File: config.mk
export PLATFORM = sky130hd
export DESIGN_NAME = vefs_supervisor
export DESIGN_NICKNAME = d
export VERILOG_FILES = /design/src/common/vefs_pkg.sv /design/src/common/vefs_reg_if.sv /design/src/rtl/vefs_regs.sv /design/src/rtl/vefs_supervisor.sv
export SDC_FILE = /design/constraint.sdc
export NUM_CORES = 1
export LEC_CHECK = 0
export ABC_CLOCK_PERIOD_IN_PS = 8020
export BUFFER_PORTS_ARGS = -buffer_cell sky130_fd_sc_hd__buf_4
export CAP_MARGIN = 30
export CORE_ASPECT_RATIO = 0.9
export CORE_MARGIN = 5
export CORE_UTILIZATION = 40
export DETAILED_ROUTE_END_ITERATION = 8
export SLEW_MARGIN = 20
export SYNTH_ARGS = -nofsm -noshare
export SYNTH_HDL_FRONTEND = slang
export SYNTH_SLANG_ARGS = --single-unit
File: constraint.sdc
create_clock -name clk -period 8.02 [get_ports clk]
set_input_delay 1.203 -clock clk [delete_from_list [all_inputs] [get_ports clk]]
set_output_delay 1.203 -clock clk [all_outputs]
set_load 0.005 [all_outputs]
File: src/common/vefs_pkg.sv
// Constants and types of the enable, fault and status supervisor
//
// Overview of operation
// Enable only inside the threshold window
// Disable level shuts off, clears overcurrent, undervoltage and overvoltage faults, arms
// Input overcurrent or overvoltage latches catastrophic fault
// Catastrophic latch clears only by power cycle
// Ready asserts after soft-start, held in operation
// Ready drops on any protection fault
// Over-temperature alert low above configured limit
// Temperature enable with hysteresis between levels
// Temperature enable falling sets status bit 2
// Host clears over-temperature flag after start-up
// Phase count from first tied-high PWM output
// Phases fire in order one to N
// PWM1 tied high disables and releases address
// Current monitor trip starts overcurrent shutdown
// Current readback full scale at 2.5V
// No monitor overcurrent during voltage transition
// Phase shedding off by grounded pin or bit
// Bank and boot source from bank strap
// Bus address and generation from address strap
// Serial alert driven active low, synchronously to the clock
// Bank loading finished within maximum load time
// Protection faults latched until disable or power cycle
package vefs_pkg;
	localparam int unsigned CLK_MHZ = 125;
	localparam int unsigned LOAD_MAX_MS = 20;
	localparam int unsigned LOAD_CYC = LOAD_MAX_MS * 1000 * CLK_MHZ;
	localparam logic [7:0] REG_CLEAR_FAULT = 8'h03;
	localparam logic [7:0] REG_VID_VID_OUTPUT_CURRENT = 8'h15;
	localparam logic [7:0] REG_STATUS = 8'h78;
	localparam logic [7:0] REG_VID_OUTPUT_CURRENT_RB = 8'h8c;
	localparam logic [7:0] REG_SHED_CFG = 8'hd4;
	localparam logic [7:0] REG_TLIM_CFG = 8'he8;
	localparam int unsigned SHED_DIS_BIT = 2;
	localparam int unsigned STAT_OT_BIT = 2;
	localparam int unsigned STAT_OFF_BIT = 6;
	localparam int unsigned STAT_CML_BIT = 1;
	localparam int unsigned STAT_OC_BIT = 4;
	localparam int unsigned STAT_OV_BIT = 5;
	localparam int unsigned STAT_UV_BIT = 3;
	localparam logic [7:0] SHED_CFG_RST = 8'h00;
	localparam logic [7:0] TLIM_CFG_RST = 8'h07;
	localparam logic [7:0] VID_OUTPUT_CURRENT_FULL = 8'hff;
	localparam logic [9:0] CURRENT_MONITOR_OUT_FULL_CODE = 10'h271;
	localparam logic [9:0] CURRENT_MONITOR_OUT_TRIP_CODE = 10'h2ee;
	localparam int unsigned PH_MAX = 6;
	typedef enum logic [2:0] {VEFS_LOAD, VEFS_OFF, VEFS_SOFT, VEFS_RUN, VEFS_FAULT,
		VEFS_DEAD} vefs_state_t;
endpackage

File: src/common/vefs_reg_if.sv
// Register access bundle between supervisor core and register file
`timescale 1ns/10ps
`default_nettype none
interface vefs_reg_if;
	logic wr;
	logic rd;
	logic [7:0] addr;
	logic [7:0] wdata;
	logic [15:0] rdata;
	logic [7:0] status;
	logic [9:0] current_monitor_out_code;
	logic [7:0] shed_cfg;
	logic [7:0] tlim_cfg;
	logic clr_fault;
	modport core(output wr, rd, addr, wdata, status, current_monitor_out_code, input rdata, shed_cfg,
		tlim_cfg, clr_fault);
	modport regs(input wr, rd, addr, wdata, status, current_monitor_out_code, output rdata, shed_cfg,
		tlim_cfg, clr_fault);
endinterface
`default_nettype wire

File: src/rtl/vefs_regs.sv
// Management register file of the supervisor
`timescale 1ns/10ps
`default_nettype none
module vefs_regs (
	input wire logic clk,
	input wire logic arst_n,
	vefs_reg_if.regs rb
);
	logic [7:0] shed_r;
	logic [7:0] tlim_r;
	logic [15:0] rdata_r;
	logic clr_r;
	logic [17:0] scaled;
	logic [7:0] vid_output_current_code;
	assign rb.shed_cfg = shed_r;
	assign rb.tlim_cfg = tlim_r;
	assign rb.rdata = rdata_r;
	assign rb.clr_fault = clr_r;
	always_comb begin
		scaled = 18'({rb.current_monitor_out_code, 8'h00}) - 18'(rb.current_monitor_out_code);
		if (rb.current_monitor_out_code >= vefs_pkg::CURRENT_MONITOR_OUT_FULL_CODE) begin
			vid_output_current_code = vefs_pkg::VID_OUTPUT_CURRENT_FULL;
		end else begin
			vid_output_current_code = 8'(scaled / 18'(vefs_pkg::CURRENT_MONITOR_OUT_FULL_CODE));
		end
	end
	always_ff @(posedge clk or negedge arst_n) begin
		if (!arst_n) begin
			shed_r <= vefs_pkg::SHED_CFG_RST;
			tlim_r <= vefs_pkg::TLIM_CFG_RST;
		end else if (rb.wr) begin
			if (rb.addr == vefs_pkg::REG_SHED_CFG) begin
				shed_r <= rb.wdata;
			end
			if (rb.addr == vefs_pkg::REG_TLIM_CFG) begin
				tlim_r <= rb.wdata;
			end
		end
	end
	always_ff @(posedge clk or negedge arst_n) begin
		if (!arst_n) begin
			clr_r <= 1'b0;
		end else begin
			clr_r <= rb.wr && (rb.addr == vefs_pkg::REG_CLEAR_FAULT);
		end
	end
	always_ff @(posedge clk or negedge arst_n) begin
		if (!arst_n) begin
			rdata_r <= 16'h0000;
		end else if (rb.rd) begin
			unique case (rb.addr)
				vefs_pkg::REG_VID_VID_OUTPUT_CURRENT: rdata_r <= {8'h00, vid_output_current_code};
				vefs_pkg::REG_STATUS: rdata_r <= {8'h00, rb.status};
				vefs_pkg::REG_VID_OUTPUT_CURRENT_RB: rdata_r <= {8'h00, vid_output_current_code};
				vefs_pkg::REG_SHED_CFG: rdata_r <= {8'h00, shed_r};
				vefs_pkg::REG_TLIM_CFG: rdata_r <= {8'h00, tlim_r};
				default: rdata_r <= 16'h0000;
			endcase
		end
	end
endmodule
`default_nettype wire

File: src/rtl/vefs_supervisor.sv
// Enable, fault and status supervisor top
`timescale 1ns/10ps
`default_nettype none
module vefs_supervisor #(
	parameter int unsigned LOAD_CYCLES = vefs_pkg::LOAD_CYC,
	parameter int unsigned SOFT_CYCLES = 1000,
	parameter int unsigned PHASES = vefs_pkg::PH_MAX
) (
	input wire logic clk,
	input wire logic arst_n,
	input wire logic en_above_on_low,
	input wire logic en_above_on_high,
	input wire logic en_below_off_low,
	input wire logic en_above_off_high,
	input wire logic temp_en_above_high,
	input wire logic temp_en_below_low,
	input wire logic [2:0] temperature_code,
	input wire logic input_current_sense_trip,
	input wire logic overvoltage_protect_in,
	input wire logic undervoltage_protect_in,
	input wire logic overcurrent_protect_in,
	input wire logic [9:0] current_monitor_out,
	input wire logic dynamic_vid_active,
	input wire logic [5:0] pwm_tied_high,
	input wire logic shed_pin_grounded,
	input wire logic [2:0] bank_boot_strap,
	input wire logic boot_from_strap,
	input wire logic [3:0] address_spec_strap,
	input wire logic serial_alert_req,
	input wire logic reg_wr,
	input wire logic reg_rd,
	input wire logic [7:0] reg_addr,
	input wire logic [7:0] reg_wdata,
	output logic [15:0] reg_rdata,
	output logic catastrophic_fault,
	output logic regulator_ready_oe,
	output logic overtemp_alert_n_oe,
	output logic serial_alert_n_oe,
	output logic regulator_on,
	output logic [2:0] phase_count,
	output logic [PHASES-1:0] phase_fire,
	output logic shed_enable,
	output logic [2:0] bank_select,
	output logic boot_strap_sel,
	output logic [2:0] bus_address,
	output logic spec_generation,
	output logic address_released,
	output logic config_done
);
	if (PHASES < 2 || PHASES > 6 || SOFT_CYCLES < 1 || LOAD_CYCLES < 1) begin : g_bad_param
		$error("vefs_supervisor: unsupported parameter");
	end
	localparam int unsigned NIN = 27;
	logic [NIN-1:0] raw;
	logic [NIN-1:0] s1_r;
	logic [NIN-1:0] s2_r;
	logic [9:0] imon1_r;
	logic [9:0] imon2_r;
	logic [2:0] tc1_r;
	logic [2:0] tc2_r;
	assign raw = {en_above_on_low, en_above_on_high, en_below_off_low, en_above_off_high,
		temp_en_above_high, temp_en_below_low, input_current_sense_trip,
		overvoltage_protect_in, undervoltage_protect_in, overcurrent_protect_in,
		dynamic_vid_active, serial_alert_req, shed_pin_grounded, pwm_tied_high,
		bank_boot_strap, boot_from_strap, address_spec_strap};
	always_ff @(posedge clk or negedge arst_n) begin
		if (!arst_n) begin
			s1_r <= '0;
			s2_r <= '0;
			imon1_r <= '0;
			imon2_r <= '0;
			tc1_r <= '0;
			tc2_r <= '0;
		end else begin
			s1_r <= raw;
			s2_r <= s1_r;
			imon1_r <= current_monitor_out;
			imon2_r <= imon1_r;
			tc1_r <= temperature_code;
			tc2_r <= tc1_r;
		end
	end
	logic on_lo;
	logic on_hi;
	logic off_lo;
	logic off_hi;
	logic t_hi;
	logic t_lo;
	logic in_oc;
	logic ov;
	logic uv;
	logic oc;
	logic dvid;
	logic alert_req;
	logic shed_gnd;
	logic [5:0] pw_tied;
	logic [2:0] bank_s;
	logic boot_s;
	logic [3:0] addr_s;
	assign {on_lo, on_hi, off_lo, off_hi, t_hi, t_lo, in_oc, ov, uv, oc, dvid, alert_req, shed_gnd,
		pw_tied, bank_s, boot_s, addr_s} = s2_r;
	vefs_reg_if rb();
	assign rb.wr = reg_wr;
	assign rb.rd = reg_rd;
	assign rb.addr = reg_addr;
	assign rb.wdata = reg_wdata;
	assign rb.current_monitor_out_code = imon2_r;
	vefs_regs u_regs (
		.clk(clk),
		.arst_n(arst_n),
		.rb(rb)
	);
	assign reg_rdata = rb.rdata;
	logic en_window;
	logic en_kill;
	assign en_window = on_lo && !on_hi;
	assign en_kill = off_lo || off_hi;
	logic temp_en_r;
	always_ff @(posedge clk or negedge arst_n) begin
		if (!arst_n) begin
			temp_en_r <= 1'b0;
		end else if (t_hi) begin
			temp_en_r <= 1'b1;
		end else if (t_lo) begin
			temp_en_r <= 1'b0;
		end
	end
	logic cat_r;
	always_ff @(posedge clk or negedge arst_n) begin
		if (!arst_n) begin
			cat_r <= 1'b0;
		end else if (in_oc || ov) begin
			cat_r <= 1'b1;
		end
	end
	logic disabled;
	assign disabled = address_released;
	vefs_pkg::vefs_state_t st_r;
	logic [31:0] cnt_r;
	logic current_monitor_out_trip;
	assign current_monitor_out_trip = (imon2_r >= vefs_pkg::CURRENT_MONITOR_OUT_TRIP_CODE) && !dvid;
	logic oc_r;
	logic uv_r;
	logic ov_r;
	always_ff @(posedge clk or negedge arst_n) begin
		if (!arst_n) begin
			oc_r <= 1'b0;
			uv_r <= 1'b0;
			ov_r <= 1'b0;
		end else if (en_kill) begin
			oc_r <= 1'b0;
			uv_r <= 1'b0;
			ov_r <= 1'b0;
		end else if (st_r == vefs_pkg::VEFS_SOFT || st_r == vefs_pkg::VEFS_RUN) begin
			oc_r <= oc_r || oc || current_monitor_out_trip;
			uv_r <= uv_r || uv;
			ov_r <= ov_r || ov;
		end
	end
	logic any_fault;
	assign any_fault = oc_r || uv_r || ov_r || cat_r;
	always_ff @(posedge clk or negedge arst_n) begin
		if (!arst_n) begin
			st_r <= vefs_pkg::VEFS_LOAD;
			cnt_r <= '0;
		end else begin
			unique case (st_r)
				vefs_pkg::VEFS_LOAD: begin
					if (cnt_r >= LOAD_CYCLES - 1) begin
						cnt_r <= '0;
						st_r <= disabled ? vefs_pkg::VEFS_DEAD : vefs_pkg::VEFS_OFF;
					end else begin
						cnt_r <= cnt_r + 32'h1;
					end
				end
				vefs_pkg::VEFS_OFF: begin
					cnt_r <= '0;
					if (en_window && !en_kill && temp_en_r && !any_fault) begin
						st_r <= vefs_pkg::VEFS_SOFT;
					end
				end
				vefs_pkg::VEFS_SOFT, vefs_pkg::VEFS_RUN: begin
					if (en_kill || !temp_en_r) begin
						st_r <= vefs_pkg::VEFS_OFF;
					end else if (any_fault) begin
						st_r <= vefs_pkg::VEFS_FAULT;
					end else if (st_r == vefs_pkg::VEFS_SOFT) begin
						if (cnt_r >= SOFT_CYCLES - 1) begin
							st_r <= vefs_pkg::VEFS_RUN;
						end else begin
							cnt_r <= cnt_r + 32'h1;
						end
					end
				end
				vefs_pkg::VEFS_FAULT: begin
					if (en_kill) begin
						st_r <= vefs_pkg::VEFS_OFF;
					end
				end
				vefs_pkg::VEFS_DEAD: st_r <= vefs_pkg::VEFS_DEAD;
				default: st_r <= vefs_pkg::VEFS_OFF;
			endcase
		end
	end
	logic otf_r;
	logic temp_en_d_r;
	always_ff @(posedge clk or negedge arst_n) begin
		if (!arst_n) begin
			otf_r <= 1'b0;
			temp_en_d_r <= 1'b0;
		end else begin
			temp_en_d_r <= temp_en_r;
			if (temp_en_d_r && !temp_en_r) begin
				otf_r <= 1'b1;
			end else if (rb.clr_fault) begin
				otf_r <= 1'b0;
			end
		end
	end
	assign rb.status = (8'(otf_r) << vefs_pkg::STAT_OT_BIT)
		| (8'(st_r != vefs_pkg::VEFS_RUN) << vefs_pkg::STAT_OFF_BIT)
		| (8'(oc_r) << vefs_pkg::STAT_OC_BIT)
		| (8'(ov_r) << vefs_pkg::STAT_OV_BIT)
		| (8'(uv_r) << vefs_pkg::STAT_UV_BIT)
		| (8'(cat_r) << vefs_pkg::STAT_CML_BIT);
	always_ff @(posedge clk or negedge arst_n) begin
		if (!arst_n) begin
			catastrophic_fault <= 1'b0;
			regulator_ready_oe <= 1'b1;
			overtemp_alert_n_oe <= 1'b0;
			serial_alert_n_oe <= 1'b0;
			regulator_on <= 1'b0;
			shed_enable <= 1'b0;
		end else begin
			catastrophic_fault <= cat_r;
			regulator_ready_oe <= !(st_r == vefs_pkg::VEFS_RUN && !any_fault);
			overtemp_alert_n_oe <= tc2_r > rb.tlim_cfg[2:0];
			serial_alert_n_oe <= alert_req && !disabled;
			regulator_on <= st_r == vefs_pkg::VEFS_SOFT || st_r == vefs_pkg::VEFS_RUN;
			shed_enable <= !shed_gnd
				&& !rb.shed_cfg[vefs_pkg::SHED_DIS_BIT];
		end
	end
	logic [2:0] pc_nxt;
	always_comb begin
		pc_nxt = 3'(PHASES);
		for (int i = PHASES - 1; i >= 1; i--) begin
			if (pw_tied[i]) begin
				pc_nxt = 3'(i);
			end
		end
	end
	always_ff @(posedge clk or negedge arst_n) begin
		if (!arst_n) begin
			phase_count <= 3'h0;
			address_released <= 1'b0;
			bank_select <= 3'h0;
			boot_strap_sel <= 1'b0;
			bus_address <= 3'h0;
			spec_generation <= 1'b0;
			config_done <= 1'b0;
		end else if (st_r == vefs_pkg::VEFS_LOAD) begin
			phase_count <= pc_nxt;
			address_released <= pw_tied[0];
			bank_select <= bank_s;
			boot_strap_sel <= boot_s;
			bus_address <= addr_s[2:0];
			spec_generation <= addr_s[3];
		end else begin
			config_done <= 1'b1;
		end
	end
	logic [2:0] ph_r;
	always_ff @(posedge clk or negedge arst_n) begin
		if (!arst_n) begin
			ph_r <= 3'h0;
			phase_fire <= '0;
		end else if (st_r == vefs_pkg::VEFS_SOFT || st_r == vefs_pkg::VEFS_RUN) begin
			ph_r <= (ph_r + 3'h1 >= phase_count) ? 3'h0 : ph_r + 3'h1;
			phase_fire <= PHASES'(1) << ph_r;
		end else begin
			ph_r <= 3'h0;
			phase_fire <= '0;
		end
	end
endmodule
`default_nettype wire

==> results of run 1 <==
## cells in the final DEF (no fill, tap or decap), types with 9 or more instances in the layout
master | synthesis | layout
inv_1 | 40 | 37
nand3_1 | 36 | 32
or3_1 | 13 | 11
o211ai_1 | 17 | 17
nand2_1 | 98 | 90
nor2_1 | 105 | 100
clkbuf_16 | 0 | 17
o21ai_0 | 30 | 21
o21ai_1 | 11 | 14
ha_1 | 20 | 16
a31oi_1 | 12 | 10
nand4_1 | 12 | 12
o21a_1 | 13 | 10
xnor2_1 | 28 | 26
dfrtp_1 | 171 | 170
xor2_1 | 25 | 22
a21oi_1 | 52 | 47
buf_4 | 11 | 401
and2_1 | 16 | 12
nor4_1 | 13 | 10
and3_1 | 20 | 17
o22ai_1 | 19 | 18
nor3_1 | 33 | 25
mux2_2 | 29 | 29
a21o_1 | 9 | 9
## how the worst min path moves through the flow
| stage | to | slack [ns] | cells after the start | startpoint |
|---|---|---|---|---|
| after detailed placement | s2_r[12]$_DFF_PN0_ | 0.33 | 0 | s1_r[12]$_DFF_PN0_ |
| final | tc2_r[2]$_DFF_PN0_ | 0.35 | 0 | tc1_r[2]$_DFF_PN0_ |
| after global routing | s2_r[13]$_DFF_PN0_ | 0.34 | 0 | s1_r[13]$_DFF_PN0_ |
| after CTS | s2_r[15]$_DFF_PN0_ | 0.35 | 0 | s1_r[15]$_DFF_PN0_ |
| after floorplan | imon2_r[0]$_DFF_PN0_ | 0.33 | 0 | imon1_r[0]$_DFF_PN0_ |
| after global placement | s2_r[1]$_DFF_PN0_ | 0.33 | 0 | s1_r[1]$_DFF_PN0_ |
## routing by layer
layer  part of all wire, %  wire length [um]  track usage, %
met4                   1.9               582           5.704
met3                   3.8              1162           3.140
met2                    48             14610           31.74
met1                    47             14230           27.72
met5                     0                 0               0
## final cells by class
cell class | instances | area, um2
Timing Repair Buffer | 412 | 3148
Tap cell | 348 | 435.4
Multi-Input combinational cell | 845 | 6600
Sequential cell | 175 | 4385
Fill cell | 2173 | 10650
Clock inverter | 15 | 197.7
Clock buffer | 17 | 425.4
Inverter | 40 | 150.1
## timing repair
action	in CTS	in global routing
gates resized for setup	65	80
setup endpoints to repair	2	2
pin swaps	45	41
hold buffers	0	0
buffers inserted	26	17
endpoints found under the hold margin	0	0
## per-stage QoR
step | setup TNS, ns | instance area (um2) | utilization, %
after global routing | -0.9966 | 15340 | 59.02
final | -0.4333 | 15340 | 59.02
after global placement | -0.8545 | 13660 | 52.56
after CTS | -0.3997 | 14800 | 56.92
after detailed placement | -1.054 | 13670 | 52.58
after floorplan | -0.5090 | 10690 | -
## power breakdown
part           internal, mW  leakage, nW  switching, mW
sequential            0.912         2.17         0.0163
combinational          2.06         4.31           2.01
clock                 0.428        0.297          0.405
total                  3.40         6.78           2.43
## logic make-up (layout without fill, tap and decap cells)
logic type | Yosys count | count (layout)
AO/OA/AOI/OAI | 320 | 320
multiplexers | 34 | 34
buffers and inverters | 85 | 484
XOR/XNOR | 57 | 57
AND/OR/NAND/NOR | 404 | 404
flip-flops | 175 | 175
other | 1 | 8
adder cells (fa/ha/maj) | 22 | 22
## state kept, by name, indices dropped and copies added, names as in the netlist, 3 cells and up
name,cells
bank_select,3
bus_address,3
cnt_r,32
imon1_r,10
imon2_r,10
ph_r,3
phase_count,3
phase_fire,6
s1_r,27
s2_r,27
st_r,3
tc1_r,3
tc2_r,3
u_regs.rb.rdata,8
u_regs.rb.shed_cfg,8
u_regs.rb.tlim_cfg,8
==> reports/qor.yml, run 1 <==
critical_path:
  cp.required_ns: 8.39
  critPathKind: "reg2reg"
  cp_max_fo: 6
  rr_worst_depth: 36
  r2r_end: "u_regs.rb.rdata[0]$_DFFE_PN0P_"
  crit_arrival_ns: 8.72
  ff2ff_setup_slack_ns: -0.33
  crit_path_end_kind: "register"
  cp-startpoint: "imon2_r[9]$_DFF_PN0_"
  cp_num_cells: 36
  crit_slowest_cell: "or4_4"
  path_delay_family: "compound AO/OA/AOI/OAI gates"
  crit_top_cell: "buf_4"
  crit-reg2reg-launch: "imon2_r[9]$_DFF_PN0_"
  endpoint: "u_regs.rb.rdata[0]$_DFFE_PN0P_"
  startpoint_type: "register"
  crit_buf_inv: 7
  max_stage_delay_ns: 0.50
floorplan:
  start_util_pct: 40.38
  rows: 56
  die_height_um: 163.7
  core_mm2: 0.02599
  die-area_mm2: 0.02959
  fp.dieW_um: 180.8
  ios: 101
outcome:
  violations: "negative setup slack"
  status: "finished with violations"
place:
  place_congestion: 0.8893
  port_buffers: 92
  dp_hpwl_um: 22730
  place_ws_ns: -0.6410
  place_inst: 1777
pwr:
  vdd_drop_max_uv: 371.1
  total_power_mw: 5.838
  cellPowerDensity_mw_per_mm2: 380.5
  p_leak_nw: 6.777
logic_synthesis:
  yosys.cell_count.top_type: "dfrtp_1"
  yosys_register_bits: 175
  synth.avg_cell_area_um2: 9.561
  synthTopCellsByArea: "dfrtp_1, nor2_1, nand2_1, mux2_2, a21oi_1"
  synth_ff_type: "dfrtp_1"
  synthMuxAreaShare_pct: 3.588
  ys_seq_area_share_pct: 41.76
  synth_top_family_by_area: "compound AO/OA/AOI/OAI gates"
  post_synth_xor_area_fraction_pct: 5.149
  ys_types: 111
  synthesis.area_mm2: 0.01050
  synth_compound_area_share_pct: 23.66
  ys_warn_count: 0
  synthAdderAreaFrac_pct: 2.574
  synth-async-reset-ratio_pct: 100.0
  synth_commonest_cells: "dfrtp_1, nor2_1, nand2_1"
  synth_top_cell_by_area: "dfrtp_1"
  synth_edf_count: 0
  synth-simple-area-share_pct: 19.54
  syn-instance-count: 1098
  synth_top_area_share_pct: 40.76
clocking:
  clockRootBuffer: "clkbuf_16"
  clk_latency_ns: 0.43
  tritoncts: "built"
  htree_levels: 4
  cts.sinks: 175
  cts.path.max_buffers: 2
  cts-buffers-inserted: 17
  path_clk_slew_ns: 0.08
sta:
  hold_slack_ns: 0.3451
  rsz0062_at_grt: "yes"
  slew_headroom_pct: 38.43
  setup_violations: 2
  worst_slew_pin_slew_ns: 0.9169
  hold_viol: 0
  fin_crit_ns: 8.348
  fmax_mhz: 119.8
  setup_slack_ns: -0.3278
  slew_viol_final: 0
  clock_skew_ns: 0.01587
  timing.final.crit_share_pct: 104.1
global_route:
  antenna_found_initial: 0
  grt_pass1_wl_um: 48770
  grtUsageTotal_pct: 19.72
  grt_max_degree: 117
  overflow: 0
  grt_pass1_vias: 9773
cells_and_area:
  nets: 1571
  drive_gt1_share_pct: 42.35
  syn2layout_area_growth_pct: 46.15
  fin_cells: 1852
  n_antenna_cell: 0
drt:
  vias_per_cell: 5.485
  postRouteWirelength_um: 30580
  drtIter0Drc: 719
  wl_per_cell_um: 16.51
  drtAntennaViolNets: 0
  drtPass1Iterations: 5
  vias: 10158
  drc_errors: 0
worst_hold_path:
  holdCritPathClass: "reg2reg"
job:
  drv_cap: 0
Note: power is estimated with default switching activity, not from simulation.
==> run 2, diff against run 1 <==
--- a/config.mk
+++ b/config.mk
@@ -8,10 +8,13 @@
 export ABC_CLOCK_PERIOD_IN_PS = 8020
 export BUFFER_PORTS_ARGS = -buffer_cell sky130_fd_sc_hd__buf_4
 export CAP_MARGIN = 30
+export CELL_PAD_IN_SITES_DETAIL_PLACEMENT = 0
+export CELL_PAD_IN_SITES_GLOBAL_PLACEMENT = 1
 export CORE_ASPECT_RATIO = 0.9
 export CORE_MARGIN = 5
 export CORE_UTILIZATION = 40
 export DETAILED_ROUTE_END_ITERATION = 8
+export PLACE_DENSITY_LB_ADDON = 0.1
 export SLEW_MARGIN = 20
 export SYNTH_ARGS = -nofsm -noshare
 export SYNTH_HDL_FRONTEND = slang
==> constraint.sdc (replaced) <==
create_clock -name clk -period 8.02 [get_ports clk]
set_input_delay 1.604 -clock clk [delete_from_list [all_inputs] [get_ports clk]]
set_output_delay 1.604 -clock clk [all_outputs]
set_load 0.005 [all_outputs]
==> run 2 against run 1 <==
- the flow still finishes with violations (negative setup slack)
- fmax down 1.1%
- non-clock buffer count fell by 5
- largest cell class unchanged
- largest power group unchanged
- critical path type unchanged
- register-to-register slack worse by 0.095 ns
- via count is 2.7% lower
- cell count shrank 0.27%
==> reports/qor.yml, run 2 (synthesis gave the netlist of run 1 again) <==
sta:
  setup_slack_ns: -0.4229  # -0.09512 ns
  slew_viol_final: 0  # unchanged
  hold_viol: 0  # unchanged
  rsz0062_at_grt: "yes"
  tns_ns: -0.5414  # -0.1082 ns
  fin_crit_ns: 8.443  # +0.09512 ns
  worst_slew_pin_slew_ns: 0.8899  # -0.02697 ns
  clock_skew_ns: 0.01423  # -0.001638 ns
  timing.final.crit_share_pct: 105.3  # +1.2 points
  setup_violations: 2  # unchanged
  fmax_mhz: 118.4  # -1.1%
  slew_headroom_pct: 40.24  # +1.8 points
drt:
  wl_per_cell_um: 16.20  # -1.9%
  postRouteWirelength_um: 29920  # -2.1%
  drtAntennaViolNets: 0  # unchanged
  drtIter0Drc: 544  # -24%
  vias: 9884  # -2.7%
  drc_errors: 0  # unchanged
  vias_per_cell: 5.351  # -2.4%
  drtPass1Iterations: 7  # +2
clocking:
  ctsHoldBuffers: 0  # unchanged
  path_clk_slew_ns: 0.07  # about the same
  tritoncts: "built"
  clk_latency_ns: 0.43  # about the same
  cts.sinks: 175  # unchanged
  cts-buffers-inserted: 17  # unchanged
  clockRootBuffer: "clkbuf_16"
  htree_levels: 4  # unchanged
  cts.path.max_buffers: 2  # unchanged
critical_path:
  crit_path_end_kind: "register"
  endpoint: "u_regs.rb.rdata[0]$_DFFE_PN0P_"
  max_stage_delay_ns: 0.50  # about the same
  rr_worst_depth: 35  # -2.8%
  ff2ff_setup_slack_ns: -0.42  # -0.10 ns
  crit-reg2reg-launch: "imon2_r[9]$_DFF_PN0_"
  cp.required_ns: 8.38  # about the same
  cp-startpoint: "imon2_r[9]$_DFF_PN0_"
  crit_slowest_cell: "or4b_1"
  cp_max_fo: 9  # +3
  startpoint_type: "register"
  critPathKind: "reg2reg"
  crit_arrival_ns: 8.80  # +0.08 ns
  r2r_end: "u_regs.rb.rdata[0]$_DFFE_PN0P_"
floorplan:
  rows: 56  # unchanged
  die_height_um: 163.7  # unchanged
  ios: 101  # unchanged
  start_util_pct: 40.38  # unchanged
  fp.dieW_um: 180.8  # unchanged
  die-area_mm2: 0.02959  # unchanged
  core_mm2: 0.02599  # unchanged
pwr:
  seqPwrFrac_pct: 16.6  # +0.7 points
  p_leak_nw: 6.740  # -0.54%
  p_clk_share_pct: 14.9  # +0.6 points
  internal_power_mw: 3.309  # -2.8%
  switching_share_pct: 40.69  # -1.0 points
  vdd_drop_max_uv: 313.0  # -16%
  cellPowerDensity_mw_per_mm2: 369.1  # -3.0%
  combPwrFrac_pct: 68.5  # -1.3 points
  p_sw_mw: 2.270  # -6.8%
cells_and_area:
  reg_top3: "cnt_r (32), s1_r (27), s2_r (27)"
  nFillCells: 2276  # +4.7%
  final_core_util_pct: 58.14  # -0.88 points
  n_antenna_cell: 0  # unchanged
  largest_reg_flops: 32  # unchanged
  final_cell_mix: "buf_4, dfrtp_1, nor2_1"
  drive_gt1_share_pct: 40.69  # -1.7 points
  largest_register: "cnt_r"
  fin_cells: 1847  # -0.27%
  multi_input_area_mm2: 0.006390  # -3.2%
  syn2layout_area_growth_pct: 43.97
  final_common_cell: "buf_4"
  final_cell_area_mm2: 0.01511  # -1.5%
  nets: 1566  # -0.32%
  regArea_mm2: 0.004384  # about the same
global_route:
  overflow: 0  # unchanged
  grtUsageTotal_pct: 20.03  # +0.31 points
  antenna_found_initial: 0  # unchanged
  grt_max_degree: 105  # -10%
  grt_pass1_wl_um: 49220  # +0.92%
  grt_pass1_vias: 9740  # -0.34%
place:
  place_inst: 1788  # +0.62%
  placed_cell_area_mm2: 0.01375  # +0.59%
  place_congestion: 0.8847  # -0.52%
  place_ws_ns: -0.6465  # -0.005490 ns
  port_buffers: 92  # unchanged
  dp_hpwl_um: 23160  # +1.9%
outcome:
  violations: "negative setup slack"
  status: "finished with violations"
job:
  drv_cap: 0  # unchanged
worst_hold_path:
  holdCritPathClass: "reg2reg"
run 2: metrics by stage:
stage / hold WS, ns / total power [mW]
2_1_floorplan: 0.3312 / 2.936
3_3_place_gp: 0.3313 / 4.430
3_5_place_dp: 0.3347 / 4.408
4_1_cts: 0.3512 / 5.474
5_1_grt: 0.3531 / 5.992
6_report: 0.3478 / 5.579
run 2: layout make-up:
| cell class | instances | area share, % |
|---|---|---|
| flip-flops and latches | 175 | 29.01 |
| repair buffers | 407 | 20.66 |
| clock buffers | 17 | 2.815 |
| inverters | 40 | 0.9935 |
| clock inverters | 15 | 1.366 |
| multi-input cells | 845 | 42.28 |
| well taps | 348 | 2.881 |
run 2: per-layer routing:
metal | routed length, um | part of all wire [%] | GRT usage [%]
met1 | 13660 | 46 | 26.63
met2 | 14450 | 48 | 33.68
met3 | 1435 | 4.8 | 4.253
met4 | 382 | 1.3 | 4.914
met5 | 0 | 0 | 0
run 2: worst min path at each step:
stage	start	cells past startpoint	to	slack, ns
floorplan	imon1_r[0]$_DFF_PN0_	0	imon2_r[0]$_DFF_PN0_	0.33
global placement	s1_r[6]$_DFF_PN0_	0	s2_r[6]$_DFF_PN0_	0.33
detailed placement	imon1_r[4]$_DFF_PN0_	0	imon2_r[4]$_DFF_PN0_	0.33
CTS	s1_r[8]$_DFF_PN0_	0	s2_r[8]$_DFF_PN0_	0.35
global route	s1_r[25]$_DFF_PN0_	0	s2_r[25]$_DFF_PN0_	0.35
finish	s1_r[26]$_DFF_PN0_	0	s2_r[26]$_DFF_PN0_	0.35
run 2: power by group through the flow:
| stage | registers (mW) | logic [mW] | clock network [mW] |
|---|---|---|---|
| after floorplan | 0.939 | 2.00 | 0 |
| after global placement | 0.942 | 3.49 | 0 |
| after detailed placement | 0.944 | 3.46 | 0 |
| after CTS | 0.927 | 3.69 | 0.853 |
| after global routing | 0.930 | 4.17 | 0.895 |
| final | 0.926 | 3.82 | 0.831 |
run 2: worst max-delay path, delay by kind of cell, from the launching register on:
kind | cells | cell delay (ns)
AO/OA/AOI/OAI | 21 | 5.07
XOR/XNOR | 1 | 0.11
adder cells (fa/ha/maj) | 1 | 0.21
buffers and inverters | 6 | 0.86
flip-flops | 1 | 0.39
AND/OR/NAND/NOR | 6 | 1.72
run 2: repair_timing:
item,CTS,global route
hold endpoints to repair,0,0
setup endpoints to repair,2,2
pin swaps,31,22
gates resized for setup,67,40
setup buffers,19,6
